<file path="config.mk">
export PLATFORM = sky130hd
export DESIGN_NAME = agcsw_top
export DESIGN_NICKNAME = d
export VERILOG_FILES = /design/src/agcsw_pkg.sv /design/src/agcsw_link_if.sv /design/src/agcsw_stat.sv /design/src/agcsw_step.sv /design/src/agcsw_top.sv
export VERILOG_INCLUDE_DIRS = /design/src
export SDC_FILE = /design/constraint.sdc
export NUM_CORES = 2
export LEC_CHECK = 0
export ABC_AREA = 1
export BUFFER_PORTS_ARGS = -buffer_cell sky130_fd_sc_hd__buf_2
export CORE_MARGIN = 2
export CORE_UTILIZATION = 38
export CTS_BUF_LIST = sky130_fd_sc_hd__clkbuf_8
export DETAILED_ROUTE_END_ITERATION = 12
export PLACE_DENSITY = 0.52
export REMOVE_ABC_BUFFERS = 1
export SLEW_MARGIN = 20
export SYNTH_ARGS = -nofsm -noshare
export SYNTH_HDL_FRONTEND = slang
export SYNTH_SLANG_ARGS = --single-unit
</file>
<file path="constraint.sdc">
create_clock -name clk -period 123.6 [get_ports clk]
set_clock_uncertainty 0.15 [all_clocks]
set_input_delay 12.36 -clock clk [delete_from_list [all_inputs] [get_ports clk]]
set_output_delay 12.36 -clock clk [all_outputs]
set_load 0.05 [all_outputs]
</file>
<file path="src/agcsw_cfg.svh">
`ifndef AGCSW_CFG_SVH
`define AGCSW_CFG_SVH
// register byte offsets on the apb side
`define AGC_A_CTRL      8'h00
`define AGC_A_SEL       8'h04
`define AGC_A_WPOS      8'h08
`define AGC_A_WSIZE     8'h0C
`define AGC_A_OPOS      8'h10
`define AGC_A_OSIZE     8'h14
`define AGC_A_LIMIT     8'h18
`define AGC_A_TARGET    8'h1C
`define AGC_A_MANUAL    8'h20
`define AGC_A_STATUS    8'h24
// control fields
`define AGC_F_MODE      1:0
`define AGC_F_FMT12     4
`define AGC_F_BIN       5
`define AGC_F_NOLIM     6
`define AGC_F_PROF      8
`define AGC_F_ALIGN     1:0
// paired registers: x, width, floor low half; y, height, ceiling high half
`define AGC_HI_LSB      16
// gain legal maxima per setup
`define AGC_GMAX_8      10'h200
`define AGC_GMAX_12     10'h180
`define AGC_GMAX_BIN    10'h100
`define AGC_GMAX_ABS    10'h3FF
// target mean maxima, reset target, match tolerance
`define AGC_TMAX_8      12'h0FF
`define AGC_TMAX_12     12'hFFF
`define AGC_TGT_RST     12'h080
`define AGC_TOL         12'h002
// once mode gives up after this many images (30)
`define AGC_ONCE_MAX    5'h1E
// sensor size, frame time separating fast from slow rates
`define AGC_SENSOR_W    12'h780
`define AGC_SENSOR_H    12'h438
`define AGC_FAST_FRAME_NS 32'h0098_9680
`define AGC_CLK_NS      32'h0000_0064
`endif

</file>
<file path="src/agcsw_pkg.sv">
package agcsw_pkg;
    // register codes 0, 1, 2 follow declaration order
    typedef enum logic [1:0] {AGCSW_OFF, AGCSW_ONCE, AGCSW_CONT} agcsw_mode_t;
    typedef logic [11:0] agcsw_coord_t;
    typedef struct packed {
        agcsw_coord_t x;
        agcsw_coord_t y;
        agcsw_coord_t w;
        agcsw_coord_t h;
    } agcsw_win_t;

    // one extra bit so offset plus size cannot wrap
    function automatic logic agcsw_in_win(input agcsw_coord_t c,
                                          input agcsw_coord_t r,
                                          input agcsw_win_t   a);
        agcsw_in_win = (c >= a.x) && ({1'b0, c} < {1'b0, a.x} + {1'b0, a.w})
                    && (r >= a.y) && ({1'b0, r} < {1'b0, a.y} + {1'b0, a.h});
    endfunction : agcsw_in_win

    function automatic logic agcsw_overlap(input agcsw_win_t a,
                                           input agcsw_win_t b);
        agcsw_overlap = ({1'b0, a.x} < {1'b0, b.x} + {1'b0, b.w})
                     && ({1'b0, b.x} < {1'b0, a.x} + {1'b0, a.w})
                     && ({1'b0, a.y} < {1'b0, b.y} + {1'b0, b.h})
                     && ({1'b0, b.y} < {1'b0, a.y} + {1'b0, a.h});
    endfunction : agcsw_overlap
endpackage : agcsw_pkg

</file>
<file path="src/agcsw_link_if.sv">
`timescale 1ns/1ps
`default_nettype none
interface agcsw_link_if #(
    parameter int GW = 10,
    parameter int DW = 12
) ();
    logic [DW-1:0] mean;
    logic          meanValid;
    logic [DW-1:0] target;
    logic [GW-1:0] floorG;
    logic [GW-1:0] ceilG;
    logic [GW-1:0] curGain;
    logic [GW-1:0] stepGain;
    logic          stepValid;
    logic          matched;
    modport stat (output mean, meanValid);
    modport step (input mean, meanValid, target, floorG, ceilG, curGain,
                  output stepGain, stepValid, matched);
endinterface : agcsw_link_if
`default_nettype wire

</file>
<file path="src/agcsw_stat.sv">
`timescale 1ns/1ps
`default_nettype none
module agcsw_stat
    import agcsw_pkg::*;
#(
    parameter int DW = 12,
    parameter int NW = 24
) (
    input  wire logic          clk,
    input  wire logic          rstn,
    input  wire logic          frameStart,
    input  wire logic          lineEnd,
    input  wire logic          pixValid,
    input  wire logic [DW-1:0] pixData,
    input  wire agcsw_win_t    statWin,
    input  wire agcsw_win_t    outWin,
    agcsw_link_if.stat         link
);
    typedef struct packed {
        agcsw_coord_t     col;
        agcsw_coord_t     row;
        logic [DW+NW-1:0] sum;
        logic [NW-1:0]    cnt;
        logic [DW-1:0]    mean;
        logic             valid;
    } agcsw_stat_t;

    agcsw_stat_t st_ff;
    agcsw_stat_t nxt_st;
    logic        hit;

    // coordinates count delivered pixels, so binned streams give binned units
    always_comb begin
        nxt_st = st_ff;
        hit = pixValid && agcsw_in_win(st_ff.col, st_ff.row, statWin)
                       && agcsw_in_win(st_ff.col, st_ff.row, outWin);
        nxt_st.valid = 1'b0;
        if (frameStart) begin
            // one mean per frame, none if no pixel fell inside
            nxt_st.valid = (st_ff.cnt != '0);
            if (st_ff.cnt != '0)
                nxt_st.mean = DW'(st_ff.sum / (DW+NW)'(st_ff.cnt));
            nxt_st.sum = '0;
            nxt_st.cnt = '0;
            nxt_st.col = '0;
            nxt_st.row = '0;
        end else begin
            if (pixValid)
                nxt_st.col = st_ff.col + 12'h001;
            if (hit) begin
                nxt_st.sum = st_ff.sum + (DW+NW)'(pixData);
                nxt_st.cnt = st_ff.cnt + NW'(1);
            end
            if (lineEnd) begin
                nxt_st.col = '0;
                nxt_st.row = st_ff.row + 12'h001;
            end
        end
    end

    always_ff @(posedge clk) begin
        if (!rstn)
            st_ff <= '0;
        else
            st_ff <= nxt_st;
    end

    assign link.mean      = st_ff.mean;
    assign link.meanValid = st_ff.valid;
endmodule : agcsw_stat
`default_nettype wire

</file>
<file path="src/agcsw_step.sv">
`timescale 1ns/1ps
`default_nettype none
`include "agcsw_cfg.svh"
module agcsw_step
    import agcsw_pkg::*;
#(
    parameter int GW = 10,
    parameter int DW = 12
) (
    input  wire logic  clk,
    input  wire logic  rstn,
    agcsw_link_if.step link
);
    typedef struct packed {
        logic [GW-1:0] gain;
        logic          valid;
        logic          matched;
    } agcsw_step_t;

    agcsw_step_t st_ff;
    agcsw_step_t nxt_st;
    logic        below;
    logic        above;

    // one code step per mean, then clamped to floor and ceiling
    always_comb begin
        nxt_st = st_ff;
        nxt_st.valid = link.meanValid;
        below = ({1'b0, link.mean} + {1'b0, DW'(`AGC_TOL)}) < {1'b0, link.target};
        above = {1'b0, link.mean} > ({1'b0, link.target} + {1'b0, DW'(`AGC_TOL)});
        if (link.meanValid) begin
            nxt_st.gain = link.curGain;
            if (below && link.curGain < link.ceilG)
                nxt_st.gain = link.curGain + GW'(1);
            else if (above && link.curGain > link.floorG)
                nxt_st.gain = link.curGain - GW'(1);
            if (nxt_st.gain > link.ceilG)
                nxt_st.gain = link.ceilG;
            if (nxt_st.gain < link.floorG)
                nxt_st.gain = link.floorG;
            nxt_st.matched = !below && !above;
        end
    end

    always_ff @(posedge clk) begin
        if (!rstn)
            st_ff <= '0;
        else
            st_ff <= nxt_st;
    end

    assign link.stepGain  = st_ff.gain;
    assign link.stepValid = st_ff.valid;
    assign link.matched   = st_ff.matched;
endmodule : agcsw_step
`default_nettype wire

</file>
<file path="src/agcsw_top.sv">
`timescale 1ns/1ps
`default_nettype none
`include "agcsw_cfg.svh"
// What this block does
// - reset windows cover the full sensor
// - offsets are first column and row
// - geometry accepted in single-pixel steps
// - binned streams give binned window units
// - auto mode steps gain toward target mean
// - modes are off, once and continuous
// - no overlap means manual gain applies
// - auto-stepped gain stays between floor and ceiling; manual gain is not clamped
// - limit range follows format, binning, override
// - target spans 8-bit or 12-bit range
// - once ends on match or 30 images
// - continuous adjusts every or every other image
// - statistics only from window intersection
module agcsw_top
    import agcsw_pkg::*;
#(
    parameter int           GW             = 10,
    parameter int           DW             = 12,
    parameter int           FAST_FRAME_CYC = `AGC_FAST_FRAME_NS / `AGC_CLK_NS,
    parameter agcsw_coord_t SENSOR_W       = `AGC_SENSOR_W,
    parameter agcsw_coord_t SENSOR_H       = `AGC_SENSOR_H
) (
    input  wire logic          clk,
    input  wire logic          rstn,
    input  wire logic          psel,
    input  wire logic          penable,
    input  wire logic          pwrite,
    input  wire logic [7:0]    paddr,
    input  wire logic [31:0]   pwdata,
    output logic [31:0]        prdata,
    output logic               pready,
    output logic               pslverr,
    input  wire logic          frameStart,
    input  wire logic          lineEnd,
    input  wire logic          pixValid,
    input  wire logic [DW-1:0] pixData,
    output logic [GW-1:0]      gainCode,
    output agcsw_mode_t        autoMode,
    output logic               minimizeExposure
);
    localparam int CW = $bits(agcsw_coord_t);

    typedef struct packed {
        agcsw_mode_t      mode;
        logic             fmt12;
        logic             bin;
        logic             noLim;
        logic             prof;
        logic             sel;
        agcsw_win_t [1:0] win;
        agcsw_win_t       owin;
        logic [GW-1:0]    floorG;
        logic [GW-1:0]    ceilG;
        logic [DW-1:0]    target;
        logic [GW-1:0]    manual;
        logic [GW-1:0]    pend;
        logic [GW-1:0]    gain;
        logic [4:0]       onceCnt;
        logic             parity;
        logic [23:0]      frameCyc;
        logic             fast;
        logic             pready;
        logic             pslverr;
        logic [31:0]      prdata;
    } agcsw_top_t;

    localparam agcsw_win_t FULL_WIN = '{x: '0, y: '0, w: SENSOR_W, h: SENSOR_H};
    localparam agcsw_top_t RST_ST = '{
        mode:    AGCSW_OFF,
        win:     {FULL_WIN, FULL_WIN},
        owin:    FULL_WIN,
        ceilG:   GW'(`AGC_GMAX_8),
        target:  DW'(`AGC_TGT_RST),
        default: '0
    };

    agcsw_top_t  st_ff;
    agcsw_top_t  nxt_st;
    logic        ovl;
    logic        setup;
    logic        commit;
    logic        mapped;
    logic        onceTick;
    logic        doAdj;
    logic [31:0] rdVal;

    agcsw_link_if #(.GW(GW), .DW(DW)) link ();

    agcsw_stat #(.DW(DW)) u_stat (
        .clk        (clk),
        .rstn       (rstn),
        .frameStart (frameStart),
        .lineEnd    (lineEnd),
        .pixValid   (pixValid),
        .pixData    (pixData),
        .statWin    (st_ff.win[0]),
        .outWin     (st_ff.owin),
        .link       (link.stat)
    );

    agcsw_step #(.GW(GW), .DW(DW)) u_step (
        .clk  (clk),
        .rstn (rstn),
        .link (link.step)
    );

    assign link.target  = st_ff.target;
    assign link.floorG  = st_ff.floorG;
    assign link.ceilG   = st_ff.ceilG;
    assign link.curGain = st_ff.pend;

    // legal ceiling for the limit registers under the current setup
    function automatic logic [GW-1:0] gainMax(input logic f12,
                                              input logic b,
                                              input logic nl);
        if (nl)
            gainMax = GW'(`AGC_GMAX_ABS);
        else if (b)
            gainMax = GW'(`AGC_GMAX_BIN);
        else if (f12)
            gainMax = GW'(`AGC_GMAX_12);
        else
            gainMax = GW'(`AGC_GMAX_8);
    endfunction : gainMax

    // target and limits share this clamp
    function automatic logic [15:0] clampTo(input logic [15:0] v,
                                            input logic [15:0] lim);
        clampTo = (v > lim) ? lim : v;
    endfunction : clampTo

    // gain uses the first window against the output window
    assign ovl = agcsw_overlap(st_ff.win[0], st_ff.owin);

    // apb phases: first access cycle decodes, second completes
    assign setup  = psel && penable && !st_ff.pready;
    assign commit = psel && penable && st_ff.pready;
    assign mapped = (paddr[`AGC_F_ALIGN] == '0) && (paddr <= `AGC_A_STATUS);

    // read mux
    always_comb begin
        unique case (paddr)
            `AGC_A_CTRL:   rdVal = 32'({st_ff.prof, 1'b0, st_ff.noLim, st_ff.bin,
                                        st_ff.fmt12, 2'b00, st_ff.mode});
            `AGC_A_SEL:    rdVal = 32'(st_ff.sel);
            `AGC_A_WPOS:   rdVal = {16'(st_ff.win[st_ff.sel].y), 16'(st_ff.win[st_ff.sel].x)};
            `AGC_A_WSIZE:  rdVal = {16'(st_ff.win[st_ff.sel].h), 16'(st_ff.win[st_ff.sel].w)};
            `AGC_A_OPOS:   rdVal = {16'(st_ff.owin.y), 16'(st_ff.owin.x)};
            `AGC_A_OSIZE:  rdVal = {16'(st_ff.owin.h), 16'(st_ff.owin.w)};
            `AGC_A_LIMIT:  rdVal = {16'(st_ff.ceilG), 16'(st_ff.floorG)};
            `AGC_A_TARGET: rdVal = 32'(st_ff.target);
            `AGC_A_MANUAL: rdVal = 32'(st_ff.manual);
            `AGC_A_STATUS: rdVal = {16'(link.mean), 16'(st_ff.gain)};
            default:       rdVal = '0;
        endcase
    end

    // frame pacing, gain stepping, then software writes (software wins)
    always_comb begin
        nxt_st = st_ff;
        doAdj = 1'b0;
        onceTick = 1'b0;
        nxt_st.pready = setup;
        if (setup) begin
            nxt_st.pslverr = !mapped;
            nxt_st.prdata = (pwrite || !mapped) ? '0 : rdVal;
        end
        if (commit) begin
            nxt_st.pslverr = 1'b0;
            nxt_st.prdata = '0;
        end
        // frame length decides the continuous rate
        if (frameStart) begin
            nxt_st.fast = st_ff.frameCyc < 24'(FAST_FRAME_CYC);
            nxt_st.frameCyc = '0;
            nxt_st.gain = st_ff.pend;
            if (st_ff.mode != AGCSW_OFF && !ovl)
                nxt_st.pend = st_ff.manual;
        end else if (st_ff.frameCyc != '1) begin
            nxt_st.frameCyc = st_ff.frameCyc + 24'h00_0001;
        end
        // a fresh step lands in the pending code for the next frame
        if (link.stepValid && ovl && st_ff.mode != AGCSW_OFF) begin
            doAdj = (st_ff.mode == AGCSW_ONCE) || !st_ff.fast || st_ff.parity;
            nxt_st.parity = !st_ff.parity;
            if (doAdj)
                nxt_st.pend = link.stepGain;
        end
        // once counts images even when statistics are unusable
        onceTick = (st_ff.mode == AGCSW_ONCE)
                && ((link.stepValid && ovl) || (frameStart && !ovl));
        if (onceTick) begin
            if ((link.stepValid && ovl && link.matched)
                    || st_ff.onceCnt == `AGC_ONCE_MAX - 5'h01) begin
                nxt_st.mode = AGCSW_OFF;
                nxt_st.onceCnt = '0;
            end else begin
                nxt_st.onceCnt = st_ff.onceCnt + 5'h01;
            end
        end
        if (commit && pwrite) begin
            unique case (paddr)
                `AGC_A_CTRL: begin
                    // code 3 is not a mode and leaves the mode alone
                    if (pwdata[`AGC_F_MODE] <= 2'(AGCSW_CONT)) begin
                        nxt_st.mode = agcsw_mode_t'(pwdata[`AGC_F_MODE]);
                        nxt_st.onceCnt = '0;
                    end
                    nxt_st.fmt12 = pwdata[`AGC_F_FMT12];
                    nxt_st.bin = pwdata[`AGC_F_BIN];
                    nxt_st.noLim = pwdata[`AGC_F_NOLIM];
                    nxt_st.prof = pwdata[`AGC_F_PROF];
                end
                `AGC_A_SEL:   nxt_st.sel = pwdata[0];
                // no alignment mask: any single column or row is taken
                `AGC_A_WPOS: begin
                    nxt_st.win[st_ff.sel].x = pwdata[CW-1:0];
                    nxt_st.win[st_ff.sel].y = pwdata[`AGC_HI_LSB +: CW];
                end
                `AGC_A_WSIZE: begin
                    nxt_st.win[st_ff.sel].w = pwdata[CW-1:0];
                    nxt_st.win[st_ff.sel].h = pwdata[`AGC_HI_LSB +: CW];
                end
                `AGC_A_OPOS: begin
                    nxt_st.owin.x = pwdata[CW-1:0];
                    nxt_st.owin.y = pwdata[`AGC_HI_LSB +: CW];
                end
                `AGC_A_OSIZE: begin
                    nxt_st.owin.w = pwdata[CW-1:0];
                    nxt_st.owin.h = pwdata[`AGC_HI_LSB +: CW];
                end
                // limits clamp to the range legal for the present setup
                `AGC_A_LIMIT: begin
                    nxt_st.floorG = GW'(clampTo(pwdata[15:0], 16'(gainMax(st_ff.fmt12,
                                    st_ff.bin, st_ff.noLim))));
                    nxt_st.ceilG = GW'(clampTo(pwdata[`AGC_HI_LSB +: 16],
                                   16'(gainMax(st_ff.fmt12, st_ff.bin, st_ff.noLim))));
                end
                `AGC_A_TARGET: begin
                    nxt_st.target = DW'(clampTo(pwdata[15:0], st_ff.fmt12 ?
                                    16'(`AGC_TMAX_12) : 16'(`AGC_TMAX_8)));
                end
                `AGC_A_MANUAL: begin
                    nxt_st.manual = pwdata[GW-1:0];
                    if (st_ff.mode == AGCSW_OFF)
                        nxt_st.pend = pwdata[GW-1:0];
                end
                default: ;
            endcase
        end
    end

    always_ff @(posedge clk) begin
        if (!rstn)
            st_ff <= RST_ST;
        else
            st_ff <= nxt_st;
    end

    assign prdata           = st_ff.prdata;
    assign pready           = st_ff.pready;
    assign pslverr          = st_ff.pslverr;
    assign gainCode         = st_ff.gain;
    assign autoMode         = st_ff.mode;
    assign minimizeExposure = st_ff.prof;
endmodule : agcsw_top
`default_nettype wire

</file>
======== Word-level counts from Yosys, hierarchy flattened ========
Index checks and enable logic that the tools add are counted.
cells by class
  add/subtract/negate cells ............... 14
  divide/modulo/power cells ............... 1
  magnitude comparators ................... 26
  eq/ne operators ......................... 12
  mux-type cells .......................... 53
  bitwise logic cells ..................... 1
  reductions and logical operators ........ 57
operators with widths
  operator                 number
  $bwmux W96               4
  $pmux W28 S10            1
  $mux W203                1
  $demux W48 S1            4
  $pmux W96 S2             1
  $mux W10                 17
  $mux W48                 3
  $lt A12 B13 Y1           8
  $mux W24                 3
  $mux W20                 3
  $add A12 B12 Y13         4
  $add A24 B1 Y24 const B  2
  $ge A12 B12 Y1           4
  $mux W12                 4
  $add A36 B12 Y36         1
  $div A36 B24 Y36         1
  $mux W36                 1
  $eq A8 B5 Y1 const B     4
  $gt A16 B10 Y1           2
  $mux W32                 1
  $add A12 B2 Y13 const B  2
  $logic_and A1 B1 Y1      26
  $mux W5                  5
  $add A12 B1 Y12 const B  2
  32 further kinds         60
word-level totals
  register bits ........................... 387
  input bits .............................. 60
  output and inout port bits .............. 47
  logic and storage cells ................. 204

======== Depth between registers and ports, before layout ========
  depth after elaboration ................. 14
  mapped depth ............................ 858

======== Cells and area by module ========
From an unflattened synthesis, not the netlist that was laid out.
unflattened totals
  cells, all modules ...................... 9176
  area total of the unflattened synthesis .. 59004.1 µm²
modules (own cells, without submodules)
  module      times used  cells an instance  area an instance (µm²)
  agcsw_stat  1           6419               40004.6
  agcsw_top   1           2228               15707.6
  agcsw_step  1           529                3291.9

======== Worst setup path before layout ========
OpenSTA, ideal clock, no wires.
  path kind ............................... register -> register
  from .................................... reg u_stat.st_ff[13] (netlist bit)
  to ...................................... reg u_stat.st_ff (netlist bit u_stat.link.mean[0])
  library setup time ...................... 0.117 ns
  data arrival time ....................... 102.634 ns
  data required time ...................... 123.333 ns
  path slack .............................. 20.699 ns
  stages on the path, launching flop included .. 835
  path buffers ............................ 47
  clock period less this slack ............ 102.901 ns
  cells stage by stage .................... dfxtp_1 > inv_1 > ha_1 > inv_1 > nor2_1 > nand2_1 > nor2_1 > nand2_1 > nor2_1 > nand2_1 > nand2_1 > nand2_1 > nand2_1 > ha_1 > o21ai_0 > nand2_1 > nand3_1 > nand2_1 > (+799 left out) > a21oi_1 > o21bai_1 > a21oi_1 > o21bai_1 > a21oi_1 > o221ai_1 > nand4_1 > o211ai_1 > nand4_1 > nand4_1 > a21oi_1 > nand2_1 > nor2_1 > nand3_1 > nor2_1 > nand3_1 > nor2_1 > nor2_1
on the way
  longest elaborated chain between the ends .. 2
ends and longest elaborated chain
  item                                                                      RTL line          source
  start: declaration                                                        agcsw_stat.sv:28  agcsw_stat_t st_ff;
  start signal: assignment                                                  agcsw_stat.sv:65  st_ff <= nxt_st;
  parallel branches: the longest is 2 deep, another holds $div A36 B24 Y36  n/a
Parallel ways; which one is timed is not known.
A chain may end at the register's enable or synchronous reset.

==> impl_metrics.csv <==
group,metric,value,unit
status,run_status,"finished clean",
place,portBuffers,98,
setup_path,critical-path-max-stage-delay,600,ps
global_route,grt.overflow.total,0,
cts,path_clk_slew,70,ps
route,route.detailed.drc,0,
yosys,synth_cells,8498,
setup_path,crit_required,124100,ps
yosys,yosysWarnings,0,
setup_path,crit_type,"flop to flop",
cts,cts_tree,"built",
setup_path,critPathSlowestCell,"inv_2",
setup_path,cp-end-kind,"flop",
cts,cts_root_buf,"clkbuf_8",
floorplan,die_area,0.149,mm2
timing,tns,0,ps
yosys,ys_seq_elements,379,
final_layout,finish.utilization,0.407,
yosys,synth_edf_count,0,
floorplan,core_area,0.145,mm2
cts,hold_buffers,0,
timing,maxSlewViolCount,0,
global_route,grt_usage,0.238,
final_layout,drive_above_1_share,0.0967,
yosys,synth_ff_type,"dfxtp_1",
final_layout,nets,9419,
timing,worst_pin_slew,1070,ps
route,antenna_left,0,
final_layout,seqCellArea,0.00759,mm2
final_layout,syn2layout_area_growth,6.73,%
timing,min_period,109780,ps
global_route,grt_start_max_net_pins,82,
yosys,synthDistinctLibCells,88,
cts,cts.sinks,379,
setup_path,crit_fanout,45,
route,viasPerCell,5.25,
cts,cts-htree-levels,3,
place,dp.final_hpwl,143,mm
timing,relSlewSlack,0.285,
min_path,min_path_type,"flop to flop",
floorplan,ioPinCount,107,
run,maxCapViolCount,0,
place,place.gp.congestion,0.912,
yosys,synth_common_cells,"1633 x nand2_1, 1141 x inv_1, 882 x ha_1",
cts,cts_inserted_buffers,75,
yosys,synth_area_per_cell,6.53,um2
timing,setup_violations,0,
yosys,synth.cell_area,0.0555,mm2
yosys,synth_area_leader_cell,"ha_1",
global_route,grt_pass1_vias,51955,
setup_path,crit_arrival,110280,ps
floorplan,die_h,386,um
cts,cts_max_path_buffers,3,
setup_path,path_common_cell,"nand2_1",
route,wl_per_cell,17.4,um
yosys,yosysTopAreaCellShare,0.199,
floorplan,row_count,140,
cts,worst_skew_pair.late_latency,780,ps
yosys,ys_top_cells_by_area,"ha_1 20%, dfxtp_1 14%, nand2_1 11%, a21oi_1 7.7%, inv_1 7.7%",
route,dr.pass1.iters,6,
yosys,yosysMostFrequentCell,"nand2_1",
final_layout,multiInputGateArea,0.0419,mm2
timing,finalCritPeriodShare,0.888,
global_route,grt_pass1_wl,284,mm
route,drt_iter0_drc,3046,
yosys,yosysSeqAreaShare,0.137,
floorplan,floorplan.initialDensity,0.382,
yosys,ys_async_sr_fraction,0,
setup_path,start_kind,"flop",
route,drt_wl_total,181,mm
floorplan,die_w,386,um
timing,final-hold-violation-count,0,
global_route,antenna_found_initial,3,
route,vias,54793,
timing,fmax,0.00911,GHz
final_layout,fillers,15602,
-- worst paths after layout --
kind | cells past startpoint | slack, ps | endpoint | start
max | 929 | 13820 | u_stat.link.mean[0] | u_stat.st_ff[29]
min | 2 | 290 | flop | flop
max reg2reg | 793 | 13820 | u_stat.link.mean[0] | u_stat.st_ff[29]
min reg2reg | 2 | 290 | flop | flop
-- what timing repair did --
action	4_1_cts	5_1_grt
hold endpoints to repair	0	0
gates resized for setup	0	41
setup endpoints to repair	0	3
setup buffers	0	18
-- final cells by class --
class / count / area share
diodes: 2 / 0.0000845
well taps: 1917 / 0.0405
multi-input cells: 6589 / 0.708
clock inverters: 44 / 0.00494
flip-flops and latches: 379 / 0.128
repair inverters: 5 / 0.000422
repair buffers: 167 / 0.0176
inverters: 1255 / 0.0811
clock buffers: 84 / 0.0195
-- critical path, delay by kind of cell (launching register included) --
kind | cells | cell delay [ps]
fa+ha+maj | 38 | 11790
flops | 1 | 330
simple gates | 299 | 31400
compound gates | 380 | 66450
buf+inv | 212 | 18040
-- cells in the final DEF (no fill, tap or decap), types with 16 or more instances in the layout --
cell type	synthesis	final
or2_2	73	73
a221oi_1	23	23
a21oi_2	63	66
ha_1	882	882
inv_2	81	81
o211ai_1	48	48
nand2_2	72	69
nand2_4	26	30
o21ai_2	16	16
nor3_1	94	92
a21o_1	32	32
dfxtp_1	379	378
nand3_1	290	290
inv_1	1141	1157
o21bai_1	66	66
buf_4	52	67
clkbuf_8	1	84
clkinv_1	19	19
o21ai_1	95	99
o21bai_2	17	17
nor2_1	525	519
a31oi_1	24	24
o22ai_1	39	39
nor2_2	28	34
nor2_4	21	22
xnor2_1	152	152
nand3_2	57	57
o21ai_0	693	689
nand4_1	107	107
o31ai_1	32	32
xor2_1	345	345
a211oi_1	40	40
nor4_1	40	40
buf_2	10	97
nand2_1	1633	1632
a21oi_1	856	855
-- per-stage QoR --
stage | area (um2) | instances | hold WS [ps] | setup WS (ps)
2_1_floorplan | 54100 | 8215 | 273 | 23090
3_3_place_gp | 57400 | 10281 | 284 | 10970
3_5_place_dp | 57400 | 10281 | 287 | 8280
4_1_cts | 58800 | 10409 | 298 | 7740
5_1_grt | 59200 | 10441 | 312 | -172
6_report | 59200 | 10442 | 295 | 13820
-- logic make-up (layout without fill, tap and decap cells) --
family	Yosys count	after routing	synth area share
compound gates	2147	2152	0.223
xor+xnor	497	497	0.0784
fa+ha+maj	887	887	0.201
buf+inv	1545	1555	0.111
flops	379	379	0.137
mux	5	5	0.000902
other cells	1	10	0.0000676
simple gates	3037	3040	0.249
-- routing by layer --
metal,GRT usage,up-vias,share of wire
li1,-,28400,-
met1,0.283,25118,0.43
met2,0.438,1008,0.50
met3,0.0267,265,0.036
met4,0.0795,2,0.032
met5,0,-,0.00011
Power is left out: the tool's default activity adds up to more than one toggle a clock period on the data nets, which glitch-free logic cannot reach.
